## src/rse_pkg.sv

```systemverilog
// Constants, field layouts and carriers for the rotate/subtract/sleep unit.
// Assumes a 32-bit AXI4-Lite register bus with an 8-bit byte address.
package rse_pkg;

	localparam int unsigned ADDR_W = 8;
	localparam int unsigned DATA_W = 32;
	localparam int unsigned FILE_DEPTH = 8;
	localparam int unsigned FILE_IDX_W = 3;

	// Register byte offsets
	localparam logic [7:0] OFF_CMD = 8'h00;
	localparam logic [7:0] OFF_ACC = 8'h04;
	localparam logic [7:0] OFF_STATUS = 8'h08;
	localparam logic [7:0] OFF_WDOG = 8'h0c;
	localparam logic [2:0] OFF_FILE_HI = 3'h1;

	// Command word fields
	localparam int unsigned CMD_OP_LSB = 0;
	localparam int unsigned CMD_DEST_BIT = 2;
	localparam int unsigned CMD_FADDR_LSB = 8;
	localparam int unsigned CMD_LIT_LSB = 16;

	// Operation codes
	localparam logic [1:0] OP_ROT_LEFT = 2'h0;
	localparam logic [1:0] OP_ROT_RIGHT = 2'h1;
	localparam logic [1:0] OP_LIT_MINUS_ACC = 2'h2;
	localparam logic [1:0] OP_POWER_DOWN = 2'h3;

	// Status register layout: flags in bits 4:0, sleep indicator here
	localparam int unsigned STATUS_SLEEP_BIT = 8;

	// Reset values and the prescaler's last count
	localparam logic [7:0] ACC_RESET = 8'h00;
	localparam logic [7:0] FILE_RESET = 8'h00;
	localparam logic [7:0] WDOG_CLEAR = 8'h00;
	localparam logic [7:0] PRESC_CLEAR = 8'h00;
	localparam logic [7:0] PRESC_LAST = 8'hff;

	localparam logic [1:0] RESP_OKAY = 2'h0;
	localparam logic [1:0] RESP_SLVERR = 2'h2;

	typedef struct packed {
		logic timeout_flag;
		logic power_down_flag;
		logic zero;
		logic half_carry_flag;
		logic carry;
	} rse_status_s;

	localparam rse_status_s STATUS_RESET = 5'h18;

	typedef struct packed {
		logic [7:0] literal;
		logic [FILE_IDX_W-1:0] faddr;
		logic dest;
		logic [1:0] op;
	} rse_cmd_s;

endpackage

```

## src/rse_exec.sv

```systemverilog
// Execution unit: rotate through carry, literal minus accumulator, power-down.
// Assumes one clock, a synchronous active-low reset and an AXI4-Lite master.
//
// Overview of operation
// - Rotate left moves the file register toward bit 7, old carry into bit 0, old bit 7 into carry.
// - Rotate left writes the accumulator when dest is 0 and the file register when dest is 1.
// - Rotate right moves the file register toward bit 0, old carry into bit 7, old bit 0 into carry.
// - Rotate right writes the accumulator when dest is 0 and the file register when dest is 1.
// - Power-down clears the power-down flag and sets the timeout flag.
// - Power-down clears the watchdog counter and its prescaler.
// - After power-down the unit sleeps with its clock stopped and runs no command until wake-up.
// - Literal minus accumulator is computed in two's complement and written to the accumulator.
// - Carry clears when acc exceeds literal, half carry clears when acc low nibble exceeds literal's.
//
// Design decisions made here: the AXI4-Lite register port and the address map.
`timescale 1ns/1ps
`default_nettype none

module rse_exec
	import rse_pkg::*;
(
	// Clock, reset, enable
	input wire logic aclk,
	input wire logic aresetn,
	input wire logic ce,
	// AXI4-Lite write channels
	input wire logic [ADDR_W-1:0] s_axi_awaddr,
	input wire logic s_axi_awvalid,
	output logic s_axi_awready,
	input wire logic [DATA_W-1:0] s_axi_wdata,
	input wire logic [3:0] s_axi_wstrb,
	input wire logic s_axi_wvalid,
	output logic s_axi_wready,
	output logic [1:0] s_axi_bresp,
	output logic s_axi_bvalid,
	input wire logic s_axi_bready,
	// AXI4-Lite read channels
	input wire logic [ADDR_W-1:0] s_axi_araddr,
	input wire logic s_axi_arvalid,
	output logic s_axi_arready,
	output logic [DATA_W-1:0] s_axi_rdata,
	output logic [1:0] s_axi_rresp,
	output logic s_axi_rvalid,
	input wire logic s_axi_rready,
	// Wake-up pin and oscillator state
	input wire logic wake_pin,
	output logic osc_stopped
);

	////////////////////////////////////////////////////////////////////////
	// State

	logic aw_full_q;
	logic [ADDR_W-1:0] aw_addr_q;
	logic w_full_q;
	logic [DATA_W-1:0] w_data_q;
	logic w_lane0_q;
	logic bvalid_q;
	logic [1:0] bresp_q;
	logic rvalid_q;
	logic [DATA_W-1:0] rdata_q;
	logic [1:0] rresp_q;
	logic [7:0] acc_q;
	logic [7:0] file_q [FILE_DEPTH];
	rse_status_s status_q;
	logic [7:0] wdog_q;
	logic [7:0] presc_q;
	logic sleep_q;
	logic [DATA_W-1:0] cmd_q;
	logic wake_s1_q;
	logic wake_s2_q;
	logic wake_s3_q;

	////////////////////////////////////////////////////////////////////////
	// Bus decode

	wire logic do_wr = ce & aw_full_q & w_full_q & ~bvalid_q;
	wire logic do_rd = ce & s_axi_arvalid & ~rvalid_q;
	wire logic wr_cmd = aw_addr_q == OFF_CMD;
	wire logic wr_acc = aw_addr_q == OFF_ACC;
	wire logic wr_stat = aw_addr_q == OFF_STATUS;
	wire logic wr_wdog = aw_addr_q == OFF_WDOG;
	wire logic wr_file = aw_addr_q[7:5] == OFF_FILE_HI;
	wire logic wr_hit = wr_cmd | wr_acc | wr_stat | wr_wdog | wr_file;
	wire logic [FILE_IDX_W-1:0] wr_idx = aw_addr_q[4:2];
	wire logic [FILE_IDX_W-1:0] rd_idx = s_axi_araddr[4:2];

	assign s_axi_awready = ce & ~aw_full_q;
	assign s_axi_wready = ce & ~w_full_q;
	assign s_axi_arready = ce & ~rvalid_q;
	assign s_axi_bvalid = bvalid_q;
	assign s_axi_bresp = bresp_q;
	assign s_axi_rvalid = rvalid_q;
	assign s_axi_rdata = rdata_q;
	assign s_axi_rresp = rresp_q;
	assign osc_stopped = sleep_q;

	////////////////////////////////////////////////////////////////////////
	// Datapath

	// Commands are ignored while asleep: the core clock is stopped
	wire logic exec = do_wr & wr_cmd & ~sleep_q;
	wire rse_cmd_s cmd = '{literal: w_data_q[CMD_LIT_LSB +: 8],
		faddr: w_data_q[CMD_FADDR_LSB +: FILE_IDX_W],
		dest: w_data_q[CMD_DEST_BIT],
		op: w_data_q[CMD_OP_LSB +: 2]};
	wire logic [7:0] fval = file_q[cmd.faddr];
	wire logic [7:0] rot_l = {fval[6:0], status_q.carry};
	wire logic [7:0] rot_r = {status_q.carry, fval[7:1]};
	wire logic [7:0] diff = cmd.literal - acc_q;
	wire logic sub_c = acc_q <= cmd.literal;
	wire logic sub_dc = acc_q[3:0] <= cmd.literal[3:0];
	wire logic sub_z = diff == 8'h00;
	wire logic is_rl = exec & (cmd.op == OP_ROT_LEFT);
	wire logic is_rr = exec & (cmd.op == OP_ROT_RIGHT);
	wire logic is_sub = exec & (cmd.op == OP_LIT_MINUS_ACC);
	wire logic is_pd = exec & (cmd.op == OP_POWER_DOWN);
	wire logic is_rot = is_rl | is_rr;
	wire logic [7:0] rot_res = is_rl ? rot_l : rot_r;
	wire logic rot_c = is_rl ? fval[7] : fval[0];
	wire logic acc_from_op = (is_rot & ~cmd.dest) | is_sub;
	wire logic file_from_op = is_rot & cmd.dest;
	wire logic [7:0] acc_op_val = is_sub ? diff : rot_res;
	wire logic wr_lane = do_wr & w_lane0_q;
	wire logic wake = wake_s2_q & wake_s3_q;

	////////////////////////////////////////////////////////////////////////
	// Read mux

	wire logic rd_file = s_axi_araddr[7:5] == OFF_FILE_HI;
	wire logic rd_hit = rd_file | (s_axi_araddr == OFF_CMD) | (s_axi_araddr == OFF_ACC) |
		(s_axi_araddr == OFF_STATUS) | (s_axi_araddr == OFF_WDOG);
	wire logic [DATA_W-1:0] rd_status = {23'h000000, sleep_q, 3'h0, status_q};
	wire logic [DATA_W-1:0] rd_val =
		rd_file ? {24'h000000, file_q[rd_idx]} :
		(s_axi_araddr == OFF_CMD) ? cmd_q :
		(s_axi_araddr == OFF_ACC) ? {24'h000000, acc_q} :
		(s_axi_araddr == OFF_STATUS) ? rd_status :
		(s_axi_araddr == OFF_WDOG) ? {16'h0000, presc_q, wdog_q} : 32'h00000000;

	////////////////////////////////////////////////////////////////////////
	// Bus channels

	always_ff @(posedge aclk) begin
		if (!aresetn) begin
			aw_full_q <= 1'b0;
			aw_addr_q <= 8'h00;
			w_full_q <= 1'b0;
			w_data_q <= 32'h00000000;
			w_lane0_q <= 1'b0;
			bvalid_q <= 1'b0;
			bresp_q <= RESP_OKAY;
		end else if (ce) begin
			if (s_axi_awvalid && !aw_full_q) begin
				aw_full_q <= 1'b1;
				aw_addr_q <= s_axi_awaddr;
			end else if (do_wr) begin
				aw_full_q <= 1'b0;
			end
			if (s_axi_wvalid && !w_full_q) begin
				w_full_q <= 1'b1;
				w_data_q <= s_axi_wdata;
				w_lane0_q <= s_axi_wstrb[0];
			end else if (do_wr) begin
				w_full_q <= 1'b0;
			end
			if (do_wr) begin
				bvalid_q <= 1'b1;
				bresp_q <= wr_hit ? RESP_OKAY : RESP_SLVERR;
			end else if (s_axi_bready) begin
				bvalid_q <= 1'b0;
			end
		end
	end

	always_ff @(posedge aclk) begin
		if (!aresetn) begin
			rvalid_q <= 1'b0;
			rdata_q <= 32'h00000000;
			rresp_q <= RESP_OKAY;
		end else if (ce) begin
			if (do_rd) begin
				rvalid_q <= 1'b1;
				rdata_q <= rd_val;
				rresp_q <= rd_hit ? RESP_OKAY : RESP_SLVERR;
			end else if (s_axi_rready) begin
				rvalid_q <= 1'b0;
			end
		end
	end

	////////////////////////////////////////////////////////////////////////
	// Accumulator, file registers, command echo

	always_ff @(posedge aclk) begin
		if (!aresetn) begin
			acc_q <= ACC_RESET;
			cmd_q <= 32'h00000000;
		end else if (ce) begin
			if (acc_from_op) begin
				acc_q <= acc_op_val;
			end else if (wr_lane && wr_acc) begin
				acc_q <= w_data_q[7:0];
			end
			if (exec) begin
				cmd_q <= w_data_q;
			end
		end
	end

	for (genvar i = 0; i < FILE_DEPTH; i++) begin : g_file
		always_ff @(posedge aclk) begin
			if (!aresetn) begin
				file_q[i] <= FILE_RESET;
			end else if (ce) begin
				if (file_from_op && cmd.faddr == FILE_IDX_W'(i)) begin
					file_q[i] <= rot_res;
				end else if (wr_lane && wr_file && wr_idx == FILE_IDX_W'(i)) begin
					file_q[i] <= w_data_q[7:0];
				end
			end
		end
	end

	////////////////////////////////////////////////////////////////////////
	// Status flags

	always_ff @(posedge aclk) begin
		if (!aresetn) begin
			status_q <= STATUS_RESET;
		end else if (ce) begin
			if (is_rot) begin
				status_q.carry <= rot_c;
			end else if (is_sub) begin
				status_q.carry <= sub_c;
				status_q.half_carry_flag <= sub_dc;
				status_q.zero <= sub_z;
			end else if (is_pd) begin
				status_q.power_down_flag <= 1'b0;
				status_q.timeout_flag <= 1'b1;
			end else if (wr_lane && wr_stat) begin
				status_q <= w_data_q[4:0];
			end
		end
	end

	////////////////////////////////////////////////////////////////////////
	// Watchdog count, sleep and wake

	always_ff @(posedge aclk) begin
		if (!aresetn) begin
			wdog_q <= WDOG_CLEAR;
			presc_q <= PRESC_CLEAR;
			sleep_q <= 1'b0;
			wake_s1_q <= 1'b0;
			wake_s2_q <= 1'b0;
			wake_s3_q <= 1'b0;
		end else if (ce) begin
			wake_s1_q <= wake_pin;
			wake_s2_q <= wake_s1_q;
			wake_s3_q <= wake_s2_q;
			if (is_pd) begin
				wdog_q <= WDOG_CLEAR;
				presc_q <= PRESC_CLEAR;
				sleep_q <= 1'b1;
			end else if (sleep_q) begin
				// Counters hold: their clock is the stopped oscillator
				sleep_q <= ~wake;
			end else begin
				presc_q <= presc_q + 8'h01;
				if (presc_q == PRESC_LAST) begin
					wdog_q <= wdog_q + 8'h01;
				end
			end
		end
	end

endmodule

`default_nettype wire

```

## config.mk

```make
export PLATFORM = sky130hd
export DESIGN_NAME = rse_exec
export DESIGN_NICKNAME = d
export VERILOG_FILES = /design/src/rse_pkg.sv /design/src/rse_exec.sv
export SDC_FILE = /design/constraint.sdc
export NUM_CORES = 1
export LEC_CHECK = 0
export ABC_AREA = 1
export BUFFER_PORTS_ARGS = -buffer_cell sky130_fd_sc_hd__buf_2
export CORE_MARGIN = 4
export CORE_UTILIZATION = 54
export CTS_CLUSTER_DIAMETER = 120
export DETAILED_ROUTE_END_ITERATION = 7
export GPL_ROUTABILITY_DRIVEN = 0
export PLACE_DENSITY = 0.74
export SLEW_MARGIN = 20
export SYNTH_ARGS = -nofsm -noshare
export SYNTH_HDL_FRONTEND = slang
export SYNTH_SLANG_ARGS = --single-unit
```

## constraint.sdc

```tcl
create_clock -name aclk -period 3.4 [get_ports aclk]
set_input_delay 0.34 -clock aclk [delete_from_list [all_inputs] [get_ports aclk]]
set_output_delay 0.34 -clock aclk [all_outputs]
set_load 0.1 [all_outputs]
```

== Word-level counts from Yosys, hierarchy flattened ==
Memories as Yosys holds them, arrays and structs flattened. A register that Yosys moved wholly into a read port is not among the register bits.
Index checks and enable logic that the tools add are counted.

* Register bits after elaboration: 146
* Memory bits (writable): 64
* Word-level logic and storage cells: 286
* Memories: 1

{| class="wikitable"
|+ Memories
! name !! depth !! bits a word !! read ports !! clocked after memory_dff !! wr ports !! line !! text
|-
| file_q || 8 || 8 || 2 || 1 || 8 || rse_exec.sv:64 || <nowiki>logic [7:0] file_q [FILE_DEPTH];</nowiki>
|}

* Add/sub/neg operators: 3
* Order comparisons: 2
* Eq/ne operators: 29
* Muxes and demuxes: 122
* Bitwise gates (word level): 53
* Reduce and logical (&&, ||, !) cells: 53

{| class="wikitable"
|+ Operators with widths
! operator !! number
|-
| 2-to-1 mux 8 bit || 25
|-
| 2-to-1 mux 1 bit || 84
|-
| 2-to-1 mux 32 bit || 2
|-
| 2-to-1 mux 16 bit || 3
|-
| equality test 8 x 4 -> 1 bit, second input constant || 4
|-
| bitwise OR 1 bit || 26
|-
| equality test 3 bit, second input constant || 8
|-
| logical NOT 8 bit || 3
|-
| AND reduction 2 bit || 11
|-
| logical AND 1 bit || 21
|-
| bitwise AND 1 bit || 18
|-
| adder 8 x 1 -> 8 bit, second input constant || 2
|-
| equality test 8 x 3 -> 1 bit, second input constant || 2
|-
| nonzero test 2 bit || 8
|-
| equality test 3 x 1 -> 1 bit, second input constant || 4
|-
| equality test 3 x 2 -> 1 bit, second input constant || 4
|-
| 2-to-1 mux 3 bit || 4
|-
| inverter 1 bit || 9
|-
| equality test 8 bit, second input constant || 1
|-
| <= comparator 8 bit || 1
|-
| AND reduction 4 bit || 2
|-
| subtractor 8 bit || 1
|-
| logical NOT 3 bit || 2
|-
| 2-to-1 mux 2 bit || 3
|-
| other kinds (11) || 14
|}

== Depth between registers and ports, before layout ==
Gate-level depths: netlist of run 1.

* Depth in word-level cells: 15
* Depth in mapped cells: 15
* Gate-level depth less buffers: 15

== Least setup slack after synthesis of run 1 ==
Ideal clock, no wire load.

* Kind: in2reg
* Start: in ce
* End: reg aw_addr_q[4]
* Arrival: 2,678 ps
* Data required time: 3,272 ps
* Slack: 594 ps
* Cell stages on the path: 7
* Cell sequence: buf_2 -> inv_1 -> nor2_1 -> nand2_1 -> clkbuf_1 -> o21ai_0 -> a21oi_1

* Cells in the longest elaborated chain, start to end: 1

{| class="wikitable"
|+ Ends and longest elaborated chain
! element !! line !! text
|-
| start: declaration || rse_exec.sv:25 || <nowiki>input wire logic ce,</nowiki>
|-
| AND reduction 2 bit (no source line) || -- ||
|-
| end signal: assignment || rse_exec.sv:156 || <nowiki>aw_addr_q <= s_axi_awaddr;</nowiki>
|-
| end: declaration || rse_exec.sv:54 || <nowiki>logic [ADDR_W-1:0] aw_addr_q;</nowiki>
|}

Every way passes these cells.
A chain may end at the register's enable or synchronous reset.

==> key figures, run 1 <==
Run status
  • Status: finished clean

Cells and area
  • Most frequent cells in the layout: nand2_1, nand3_1, inv_1
  • Antenna Cells: 0
  • Finished Layout Cells: 1837
  • Commonest non-fill, non-tap cell in the layout: nand2_1
  • Nets@finish: 1633
  • Area grow syn2layout: 13.5%
  • Layout cell share with drive strength beyond 1: 0.105

Critical path
  • Critical Path End Type: flop
  • CP Data Required Time: roughly 3.6 ns
  • Crit Path Class: reg -> reg
  • Crit-path max FO: 9
  • Crit path launch type: flop
  • Crit path DAT: between 2 and 3 ns

Logic synthesis
  • Synth top area share: 0.275
  • Yosys top cell by area: dfxtp_1
  • Synth Register Bits: around 210
  • Seq/Total Area, Yosys: 0.455
  • Syn. warnings: 0
  • Synthesized cell area: between 10000 and 15000 µm²
  • Netlist cell types: between 40 and 50
  • Mapped Cells: between 1000 and 1500
  • Post-synth EDFFs: 64
  • Dominant synthesized flop cell: dfxtp_1
  • Post-Syn Area per Cell: approximately 7.2 µm²
  • Ys async rst share: 0
  • Top cells by area, synth: dfxtp_1, edfxtp_1, nand2_1

STA
  • Fin crit share: 0.795
  • Worst slew pin tran: 1.00 ns
  • Setup WS post-layout: 0.696 ns
  • Unrepaired setup endpoints after global routing: no
  • Max Freq: between 300 and 400 MHz
  • Endpoints failing setup: 0
  • Slew margin rel.: 0.331
  • Max Transition Viols Final: 0
  • Final hold vios: 0
  • Setup TNS: 0 ns
  • Min Tclk post-route: roughly 2.7 ns
  • Worst clock skew: between 0.01 and 0.015 ns

Die
  • Die ar.: between 20000 and 25000 µm²
  • Core area: 19500 µm²
  • Die X: between 100 and 150 µm
  • Initial core utilization: 0.550
  • Die H: roughly 150 µm
  • IO Pins: slightly above 100
  • Rows: 51

Place
  • Dpl cells: 1797
  • DP Worst Slack: between 0.7 and 0.8 ns
  • I/O Buffers: between 90 and 100
  • Post-DP HPWL: roughly 22000 µm

Clocking
  • Clk slew on worst S/H paths: approximately 0.06 ns
  • CTS Root Cell: clkbuf_16
  • # H-tree levels: 1
  • CTS tree: built
  • PostCTS Resize Cnt: 0
  • Num CTS Buffers: 23
  • CTS Sinks: 211
  • Clk_lat worst skew: 0.52 ns
  • Hold buffers post-CTS: 0
  • Longest Clk Path Bufs: 3
  • Post-CTS Setup Repair Bufs: 0

Pwr
  • Combinational share of power: 0.127
  • VDD IR max: between 0.3 and 0.4 mV
  • Power density cells: 481 nW/µm²
  • Sequential share of power: 0.467
  • Switching pwr: approximately 0.0016 W
  • Pleak: 5.20 nW
  • Clock group share of total power: 0.407
  • Switching part of the total: 0.275
  • Int Pwr: 0.00423 W

Global routing
  • Initial antenna violation count: 1
  • Vias in the first global route: roughly 9600
  • Pin count of the biggest net entering global routing: 95
  • First-pass GRT wire length: between 50000 and 60000 µm
  • GR Overflow Total: 0
  • GRT Overall Usage: 0.285

Route
  • Post-DRT Antenna Nets: 0
  • Routed len/inst: between 15 and 20 µm
  • Vias: ~11000
  • Drt total wl: 32000 µm
  • First-pass DRT Iterations: 5
  • DR vias/cell: roughly 5.7
  • Detailed Route Iter0 Violations: 1099
  • # DRC: 0

Job
  • Max-cap viol count: 0

Min path
  • Min-delay worst type: in -> reg
layer usage:
layer  vias up  wire length (µm)  track usage
met5         -                12            0
met4         2              1200        0.112
met3        89              3260       0.0647
met2       513             14300        0.445
met1      4799             13200        0.387
li1       5103                 -            -
power groups by stage:
| stage | sequential (W) | clock [W] | combinational (W) |
|---|---|---|---|
| final | 0.00272 | 0.00238 | 0.000739 |
| after global placement | 0.00277 | 0 | 0.000707 |
| after CTS | 0.00272 | 0.00239 | 0.000725 |
| after floorplan | 0.00281 | 0 | 0.000461 |
| after detailed placement | 0.00278 | 0 | 0.000719 |
| after global routing | 0.00273 | 0.00250 | 0.000811 |
cell type report:
cell class | instances | area, µm²
fillers | 1790 | 7320
multi-input cells | 1040 | 4960
flip-flops and latches | 211 | 4860
repair buffers | 119 | 663
clock buffers | 33 | 633
inverters | 162 | 608
well taps | 265 | 332
clock inverters | 7 | 72.6
cell families after synthesis:
kind of cell    share of synthesized area
compound gates                      0.164
xor+xnor                          0.00328
fa+ha+maj                          0.0182
buf+inv                            0.0820
flops                               0.455
other cells                      0.000351
simple gates                        0.278
through the flow:
stage | total power [W] | utilization | instance area [µm²] | hold slack (ns)
6_report | 0.00584 | 0.624 | 12100 | 0.0468
5_1_grt | 0.00604 | 0.624 | 12100 | 0.0643
4_1_cts | 0.00583 | 0.624 | 12100 | 0.0352
3_5_place_dp | 0.00350 | 0.587 | 11400 | 0.449
3_3_place_gp | 0.00348 | 0.587 | 11400 | 0.446
2_1_floorplan | 0.00327 | - | 10700 | 0.425
critical path: stages, from the launching register on:
cell and delay, ns:
dfxtp_1 0.41, nand2_1 0.07, inv_1 0.05, nand2_1 0.19, nor2_2 0.24, nand3_2 0.16, nor2_2 0.20, nand2_1 0.19
nor3_4 0.36, nand3b_1 0.46
sequential cells by signal, summed over array words and instances, names as in the netlist, 5 cells and up, named ones only:
| signal | cells |
|---|---|
| acc_q | 8 |
| rd_status | 5 |
| presc_q | 8 |
| file_q | 64 |
| wdog_q | 8 |
| cmd_q | 32 |
| s_axi_rdata | 32 |
| w_data_q | 32 |
| aw_addr_q | 8 |
worst paths after layout:
path | slack, ns | depth (start not counted) | startpoint | endpoint
worst max-delay path | 0.70 | 9 | aw_full_q | file_q[4][2]
worst min-delay path | 0.05 | 3 | wake_pin | wake_s1_q
worst max register to register | 0.70 | 9 | aw_full_q | file_q[4][2]
worst min register to register | 0.46 | 2 | w_data_q[28] | w_data_q[28]
cells in the mapped netlist (8+ instances only):
| cell type | instances |
|---|---|
| a21oi_1 | 115 |
| nand4_1 | 22 |
| o22ai_1 | 37 |
| dfxtp_1 | 147 |
| o211ai_1 | 14 |
| edfxtp_1 | 64 |
| nor3_1 | 8 |
| inv_1 | 157 |
| nor2_1 | 139 |
| o21ai_0 | 131 |
| nand3_1 | 159 |
| clkbuf_1 | 60 |
| nand2_1 | 356 |
| ha_1 | 14 |
(Power assumes the default switching activity.)
==> run 2: changes to the inputs <==
==> constraint.sdc (replaced) <==
create_clock -name aclk -period 2.5 [get_ports aclk]
set_input_delay 0.25 -clock aclk [delete_from_list [all_inputs] [get_ports aclk]]
set_output_delay 0.25 -clock aclk [all_outputs]
set_load 0.1 [all_outputs]
==> run 2 against run 1 <==
  * Total power is 38% higher
  * Hold slack worse by 0.034 ns
  * Die area stayed put
  * Cell count is 1.5% higher
  * Register-to-register slack worse by 0.46 ns
  * Design area is 2.2% higher
  * Non-clock buffer count is 27 higher
  * Clock power is 40% higher
  * Clock skew is 0.0035 ns higher
  * Largest power group unchanged
==> key figures, run 2 (same netlist as run 1, synthesis figures left out) <==
STA
  • Fin crit share: 0.906 (was 0.795)
  • Final hold vios: 0 (unchanged)
  • Slew margin rel.: 0.535 (was 0.331)
  • Max Transition Viols Final: 0 (unchanged)
  • Endpoints failing setup: 0 (unchanged)
  • Max Freq: 442 MHz (was 370 MHz)
  • Worst clock skew: 0.0168 ns (was 0.0133 ns)
  • Unrepaired setup endpoints after global routing: no (unchanged)
  • Worst slew pin tran: 0.697 ns (was 1.00 ns)
  • Setup TNS: 0 ns (unchanged)
  • Min Tclk post-route: 2.26 ns (was 2.70 ns)

Min path
  • Min-delay worst type: in -> reg (unchanged)
  • Worst Hold End: aw_addr_q[7] (was wake_s1_q)
  • WHS Path Cells: 3 (unchanged)
  • Min-Delay Startpoint: s_axi_awaddr[7] (was wake_pin)

Pwr
  • Pleak: 5.37 nW (was 5.20 nW)
  • Sequential share of power: 0.458 (was 0.467)
  • Switching pwr: 0.00219 W (was 0.00161 W)
  • Clock group share of total power: 0.414 (was 0.407)
  • Power density cells: 651 nW/µm² (was 481 nW/µm²)
  • Switching part of the total: 0.271 (was 0.275)
  • Combinational share of power: 0.128 (was 0.127)
  • Int Pwr: 0.00589 W (was 0.00423 W)
  • VDD IR max: 0.499 mV (was 0.358 mV)

Cells and area
  • # fillers: 1720 (was 1790)
  • Nets@finish: 1660 (was 1633)
  • Layout cell share with drive strength beyond 1: 0.126 (was 0.105)
  • Multi-input logic area: 4970 µm² (was 4960 µm²)
  • Most frequent cells in the layout: nand2_1, nand3_1, inv_1 (unchanged)
  • Max reg flops: 64 (unchanged)
  • Antenna Cells: 0 (unchanged)
  • Final Cell Area: 12400 µm² (was 12100 µm²)
  • Util after Layout: 0.638 (was 0.624)
  • Commonest non-fill, non-tap cell in the layout: nand2_1 (unchanged)
  • Area grow syn2layout: 16.0% (was 13.5%)
  • Biggest register: file_q (unchanged)
  • FF/Latch Area: 4870 µm² (was 4860 µm²)

Critical path
  • Crit-path cells: nor2_1, nand2_1, nor2_2, nand3_2, nor2_2, nand2_1, nor3_4, nand3b_1, buf_12 (was nand2_1, inv_1, nand2_1, nor2_2, nand3_2, nor2_2, nand2_1, nor3_4, nand3b_1)
  • Critical path's top delay family: simple AND/OR/NAND/NOR gates (unchanged)
  • Crit path launch type: flop (unchanged)
  • Worst R2R Path Depth: 9 (unchanged)
  • RR Startpoint: aw_addr_q[2] (was aw_full_q)
  • CP max stage delay: 0.33 ns (was 0.46 ns)
  • CP Data Required Time: 2.73 ns (was 3.56 ns)
  • Slowest cell on crit path: dfxtp_1 (was nand3b_1)
  • Crit path DAT: 2.49 ns (was 2.86 ns)
  • Reg2reg end: file_q[4][7] (was file_q[4][2])
  • Critical Path End Type: flop (unchanged)
  • Crit-path max FO: 8 (was 9)
  • Crit Path Class: reg -> reg (unchanged)
  • Reg2reg setup slack: 0.24 ns (was 0.70 ns)
  • Worst path bufs/invs: 1 (unchanged)

Place
  • Placed Instance Area: 11600 µm² (was 11400 µm²)
  • Post-DP HPWL: 23000 µm (was 22400 µm)
  • I/O Buffers: 97 (unchanged)

Die
  • Die X: 149 µm (unchanged)
  • Initial core utilization: 0.550 (unchanged)
  • Rows: 51 (unchanged)
  • Die H: 149 µm (unchanged)
  • Die ar.: 22100 µm² (unchanged)
  • IO Pins: 103 (unchanged)
  • Core area: 19500 µm² (unchanged)

Clocking
  • PostCTS Resize Cnt: 0 (unchanged)
  • Clk slew on worst S/H paths: 0.06 ns (about the same)
  • Clk_lat worst skew: 0.51 ns (was 0.52 ns)
  • # H-tree levels: 1 (unchanged)
  • CTS tree: built (unchanged)
  • Num CTS Buffers: 23 (unchanged)
  • CTS Sinks: 211 (unchanged)
  • CTS Root Cell: clkbuf_16 (unchanged)
  • Longest Clk Path Bufs: 3 (unchanged)

Route
  • Detailed Route Iter0 Violations: 1210 (was 1099)
  • Met2 WL: 14600 µm (was 14300 µm)
  • Met3 wire len: 3200 µm (was 3260 µm)
  • Wl on met1: 13500 µm (was 13200 µm)
  • Drt total wl: 32300 µm (was 32000 µm)
  • # DRC: 0 (unchanged)
  • First-pass DRT Iterations: 6 (was 5)
  • Routed len/inst: 17.3 µm (was 17.4 µm)
  • DR vias/cell: 5.72 (about the same)
  • Top sig layer: met4 (was met5)
  • Vias: 10700 (was 10500)
  • Post-DRT Antenna Nets: 0 (unchanged)

Run status
  • Status: finished clean (unchanged)

Global routing
  • Vias in the first global route: 9957 (was 9646)
  • Initial antenna violation count: 0 (was 1)
  • GR Overflow Total: 0 (unchanged)
  • GRT Overall Usage: 0.285 (about the same)
  • Pin count of the biggest net entering global routing: 95 (unchanged)
  • First-pass GRT wire length: 50900 µm (was 50700 µm)

Job
  • Max-cap viol count: 0 (unchanged)
run 2: how the worst max path moves through the flow:
stage            startpoint             to  slack (ns)  depth (start not counted)
2_1_floorplan  s_axi_rvalid  s_axi_arready        0.18                          1
3_3_place_gp   aw_addr_q[2]   file_q[4][2]        0.25                          8
3_5_place_dp   aw_addr_q[2]   file_q[4][2]        0.18                          8
4_1_cts        aw_addr_q[2]   file_q[4][3]        0.16                          8
5_1_grt        aw_addr_q[2]      wdog_q[2]        0.05                         11
6_report       aw_addr_q[2]   file_q[4][7]        0.24                          9
run 2: final cells by class:
type                            count  area share
Inverter                          162      0.0490
Clock inverter                      8     0.00524
Tap cell                          265      0.0267
Multi-Input combinational cell   1040       0.400
Timing Repair Buffer              146      0.0722
Sequential cell                   211       0.392
Clock buffer                       33      0.0544
run 2: metal layers:
metal | GRT usage | vias up
met2 | 0.460 | 527
met3 | 0.0438 | 91
met1 | 0.397 | 4890
met5 | 0 | -
li1 | - | 5153
met4 | 0.0929 | 0
run 2: power groups by stage:
stage	registers, W	logic (W)	clock network [W]
2_1_floorplan	0.00382	0.000628	0
6_report	0.00370	0.00103	0.00334
4_1_cts	0.00370	0.00101	0.00337
5_1_grt	0.00371	0.00113	0.00350
3_3_place_gp	0.00377	0.000987	0
3_5_place_dp	0.00377	0.00100	0
run 2: timing repair:
item	in CTS	in global routing
hold buffers	1	0
endpoints found under the setup margin	0	9
endpoints found under the hold margin	1	0
setup buffers	0	3
run 2: worst reg2reg max path: cells and delay by family, from the launching register on:
kind                   cells  cell delay, ns
buffers and inverters      1            0.14
flip-flops                 1            0.33
AND/OR/NAND/NOR            8            1.51
run 2: stage by stage:
step	hold slack (ns)	setup slack, ns	std cells	power [W]
6_report	0.0125	0.236	1865	0.00808
5_1_grt	0.0254	0.0482	1865	0.00835
3_5_place_dp	0.446	0.178	1820	0.00478
4_1_cts	0.00375	0.160	1862	0.00808
2_1_floorplan	0.385	0.180	1481	0.00445
3_3_place_gp	0.441	0.250	1820	0.00476
==> run 3: changes to the inputs <==
--- a/config.mk
+++ b/config.mk
@@ -6,13 +6,14 @@
 export NUM_CORES = 1
 export LEC_CHECK = 0
 export ABC_AREA = 1
-export BUFFER_PORTS_ARGS = -buffer_cell sky130_fd_sc_hd__buf_2
 export CORE_MARGIN = 4
 export CORE_UTILIZATION = 54
 export CTS_CLUSTER_DIAMETER = 120
 export DETAILED_ROUTE_END_ITERATION = 7
+export DONT_BUFFER_PORTS = 1
 export GPL_ROUTABILITY_DRIVEN = 0
-export PLACE_DENSITY = 0.74
+export PLACE_DENSITY = 0.69
+export SETUP_SLACK_MARGIN = 0.3
 export SLEW_MARGIN = 20
 export SYNTH_ARGS = -nofsm -noshare
 export SYNTH_HDL_FRONTEND = slang
==> run 3 against run 2 <==
  * Via count is 0.83% higher
  * Cell count rose by 0.43%
  * Design area up 4.6%
  * Total power up 3.6%
  * Hold slack better by 0.0022 ns
  * Sequential power about the same
==> key figures, run 3 (same netlist as run 1, synthesis figures left out) <==
Run status
  • Status: finished clean (unchanged)

STA
  • Max Freq: 487 MHz (was 442 MHz)
  • Max Transition Viols Final: 0 (unchanged)
  • Fin crit share: 0.821 (was 0.906)
  • Worst clock skew: 0.0147 ns (was 0.0168 ns)
  • Slew margin rel.: 0.617 (was 0.535)
  • Endpoints failing setup: 0 (unchanged)
  • Setup TNS: 0 ns (unchanged)
  • Final hold vios: 0 (unchanged)
  • Min Tclk post-route: 2.05 ns (was 2.26 ns)
  • Unrepaired setup endpoints after global routing: no (unchanged)
  • Worst slew pin tran: 0.575 ns (was 0.697 ns)

Clocking
  • Clk_lat worst skew: 0.52 ns (was 0.51 ns)
  • CTS Root Cell: clkbuf_16 (unchanged)
  • CTS tree: built (unchanged)
  • Num CTS Buffers: 24 (was 23)
  • Longest Clk Path Bufs: 3 (unchanged)
  • # H-tree levels: 1 (unchanged)
  • Clk slew on worst S/H paths: 0.06 ns (about the same)
  • CTS Sinks: 211 (unchanged)

Route
  • Detailed Route Iter0 Violations: 1292 (was 1210)
  • DR vias/cell: 5.74 (was 5.72)
  • Post-DRT Antenna Nets: 0 (unchanged)
  • Drt total wl: 33300 µm (was 32300 µm)
  • First-pass DRT Iterations: 6 (unchanged)
  • # DRC: 0 (unchanged)
  • Routed len/inst: 17.8 µm (was 17.3 µm)
  • Vias: 10700 (about the same)

Die
  • Die H: 149 µm (unchanged)
  • Core area: 19500 µm² (unchanged)
  • Rows: 51 (unchanged)
  • Die X: 149 µm (unchanged)
  • Initial core utilization: 0.550 (unchanged)
  • Die ar.: 22100 µm² (unchanged)
  • IO Pins: 103 (unchanged)

Critical path
  • Reg2reg setup slack: 0.45 ns (was 0.24 ns)
  • Crit-path max FO: 9 (was 8)
  • Crit-path cells: inv_1, nor2_2, nand2_2, inv_1, nand4_1, buf_4, clkinvlp_4, nand2_1, nand2_1, inv_1, o22ai_1 (was nor2_1, nand2_1, nor2_2, nand3_2, nor2_2, nand2_1, nor3_4, nand3b_1, buf_12)
  • Worst path bufs/invs: 5 (was 1)
  • Crit Path Class: reg -> reg (unchanged)
  • Critical path's top delay family: simple AND/OR/NAND/NOR gates (unchanged)
  • Crit path DAT: 2.38 ns (was 2.49 ns)
  • Critical Path End Type: flop (unchanged)
  • CP Data Required Time: 2.83 ns (was 2.73 ns)
  • CP max stage delay: 0.36 ns (was 0.33 ns)
  • Slowest cell on crit path: dfxtp_2 (was dfxtp_1)
  • Crit path launch type: flop (unchanged)
  • Crit path top cell by count: inv_1

Cells and area
  • Max reg flops: 64 (unchanged)
  • Nets@finish: 1666 (was 1660)
  • Layout cell share with drive strength beyond 1: 0.104 (was 0.126)
  • Antenna Cells: 0 (unchanged)
  • Final Cell Area: 13000 µm² (was 12400 µm²)
  • # fillers: 1641 (was 1720)
  • Area grow syn2layout: 21.4% (was 16.0%)
  • Most frequent cells in the layout: nand2_1, nand3_1, inv_1 (unchanged)
  • Commonest non-fill, non-tap cell in the layout: nand2_1 (unchanged)
  • Biggest register: file_q (unchanged)
  • Util after Layout: 0.667 (was 0.638)

Pwr
  • Pleak: 5.41 nW (was 5.37 nW)
  • Power density cells: 645 nW/µm² (was 651 nW/µm²)
  • Power, Total: 0.00837 W (was 0.00808 W)
  • VDD IR max: 0.508 mV (was 0.499 mV)

Place
  • Placed Instance Area: 11500 µm² (was 11600 µm²)
  • I/O Buffers: 0 (was 97)
  • Post-DP HPWL: 23100 µm (was 23000 µm)

Global routing
  • Vias in the first global route: 9942 (was 9957)
  • GR Overflow Total: 0 (unchanged)
  • Pin count of the biggest net entering global routing: 85 (was 95)
  • GRT Overall Usage: 0.296 (was 0.285)
  • Initial antenna violation count: 0 (unchanged)
  • First-pass GRT wire length: 52600 µm (was 50900 µm)

Job
  • Max-cap viol count: 0 (unchanged)

Min path
  • Min-delay worst type: in -> reg (unchanged)
## run 3: stage by stage
stage | setup WS (ns) | std cells | hold WS [ns]
after floorplan | 0.302 | 1481 | 0.385
after CTS | 0.302 | 1871 | 0.00110
after detailed placement | 0.193 | 1769 | 0.374
after global routing | 0.339 | 1873 | 0.0274
final | 0.447 | 1873 | 0.0146
after global placement | 0.252 | 1769 | 0.370
## run 3: timing repair
action / CTS / global route
hold endpoints to repair: 108 / 0
endpoints found under the setup margin: 75 / 98
resized for setup: 8 / 9
pin swaps: 2 / 3
hold buffers: 57 / 0
setup buffers: 1 / 2
## run 3: layout make-up
class | count | area (µm²) | share of cell area
multi-input cells | 1040 | 5040 | 0.388
flip-flops and latches | 211 | 4870 | 0.375
repair buffers | 151 | 1310 | 0.101
clock buffers | 39 | 733 | 0.0565
inverters | 162 | 616 | 0.0474
well taps | 265 | 332 | 0.0255
clock inverters | 5 | 90.1 | 0.00694
## run 3: worst reg2reg max path, cell delays in order, from the launching register on
cell and delay (ns):
dfxtp_2 0.36, inv_1 0.05, nor2_2 0.14, nand2_2 0.13
inv_1 0.13, nand4_1 0.10, buf_4 0.19, clkinvlp_4 0.14
nand2_1 0.08, nand2_1 0.21, inv_1 0.13, o22ai_1 0.20
## run 3: power by group
part	switching [W]	total, W	internal (W)
registers	0.0000702	0.00369	0.00362
clock network	0.00140	0.00362	0.00222
logic	0.000744	0.00106	0.000318
## run 3: path summary, 6_finish.rpt
| path | startpoint | to | cells after the start |
|---|---|---|---|
| max | w_full_q | file_q[5][6] | 11 |
| min reg2reg | cmd_q[11] | cmd_q[11] | 2 |
| max reg2reg | w_full_q | file_q[5][6] | 11 |
| min | s_axi_wvalid | w_full_q | 2 |
## run 3: layer usage
metal | vias to the layer above | part of all wire | GRT usage
met3 | 96 | 0.099 | 0.0480
li1 | 5183 | - | -
met1 | 4943 | 0.42 | 0.417
met5 | - | 0 | 0
met4 | 0 | 0.035 | 0.0915
met2 | 527 | 0.45 | 0.471
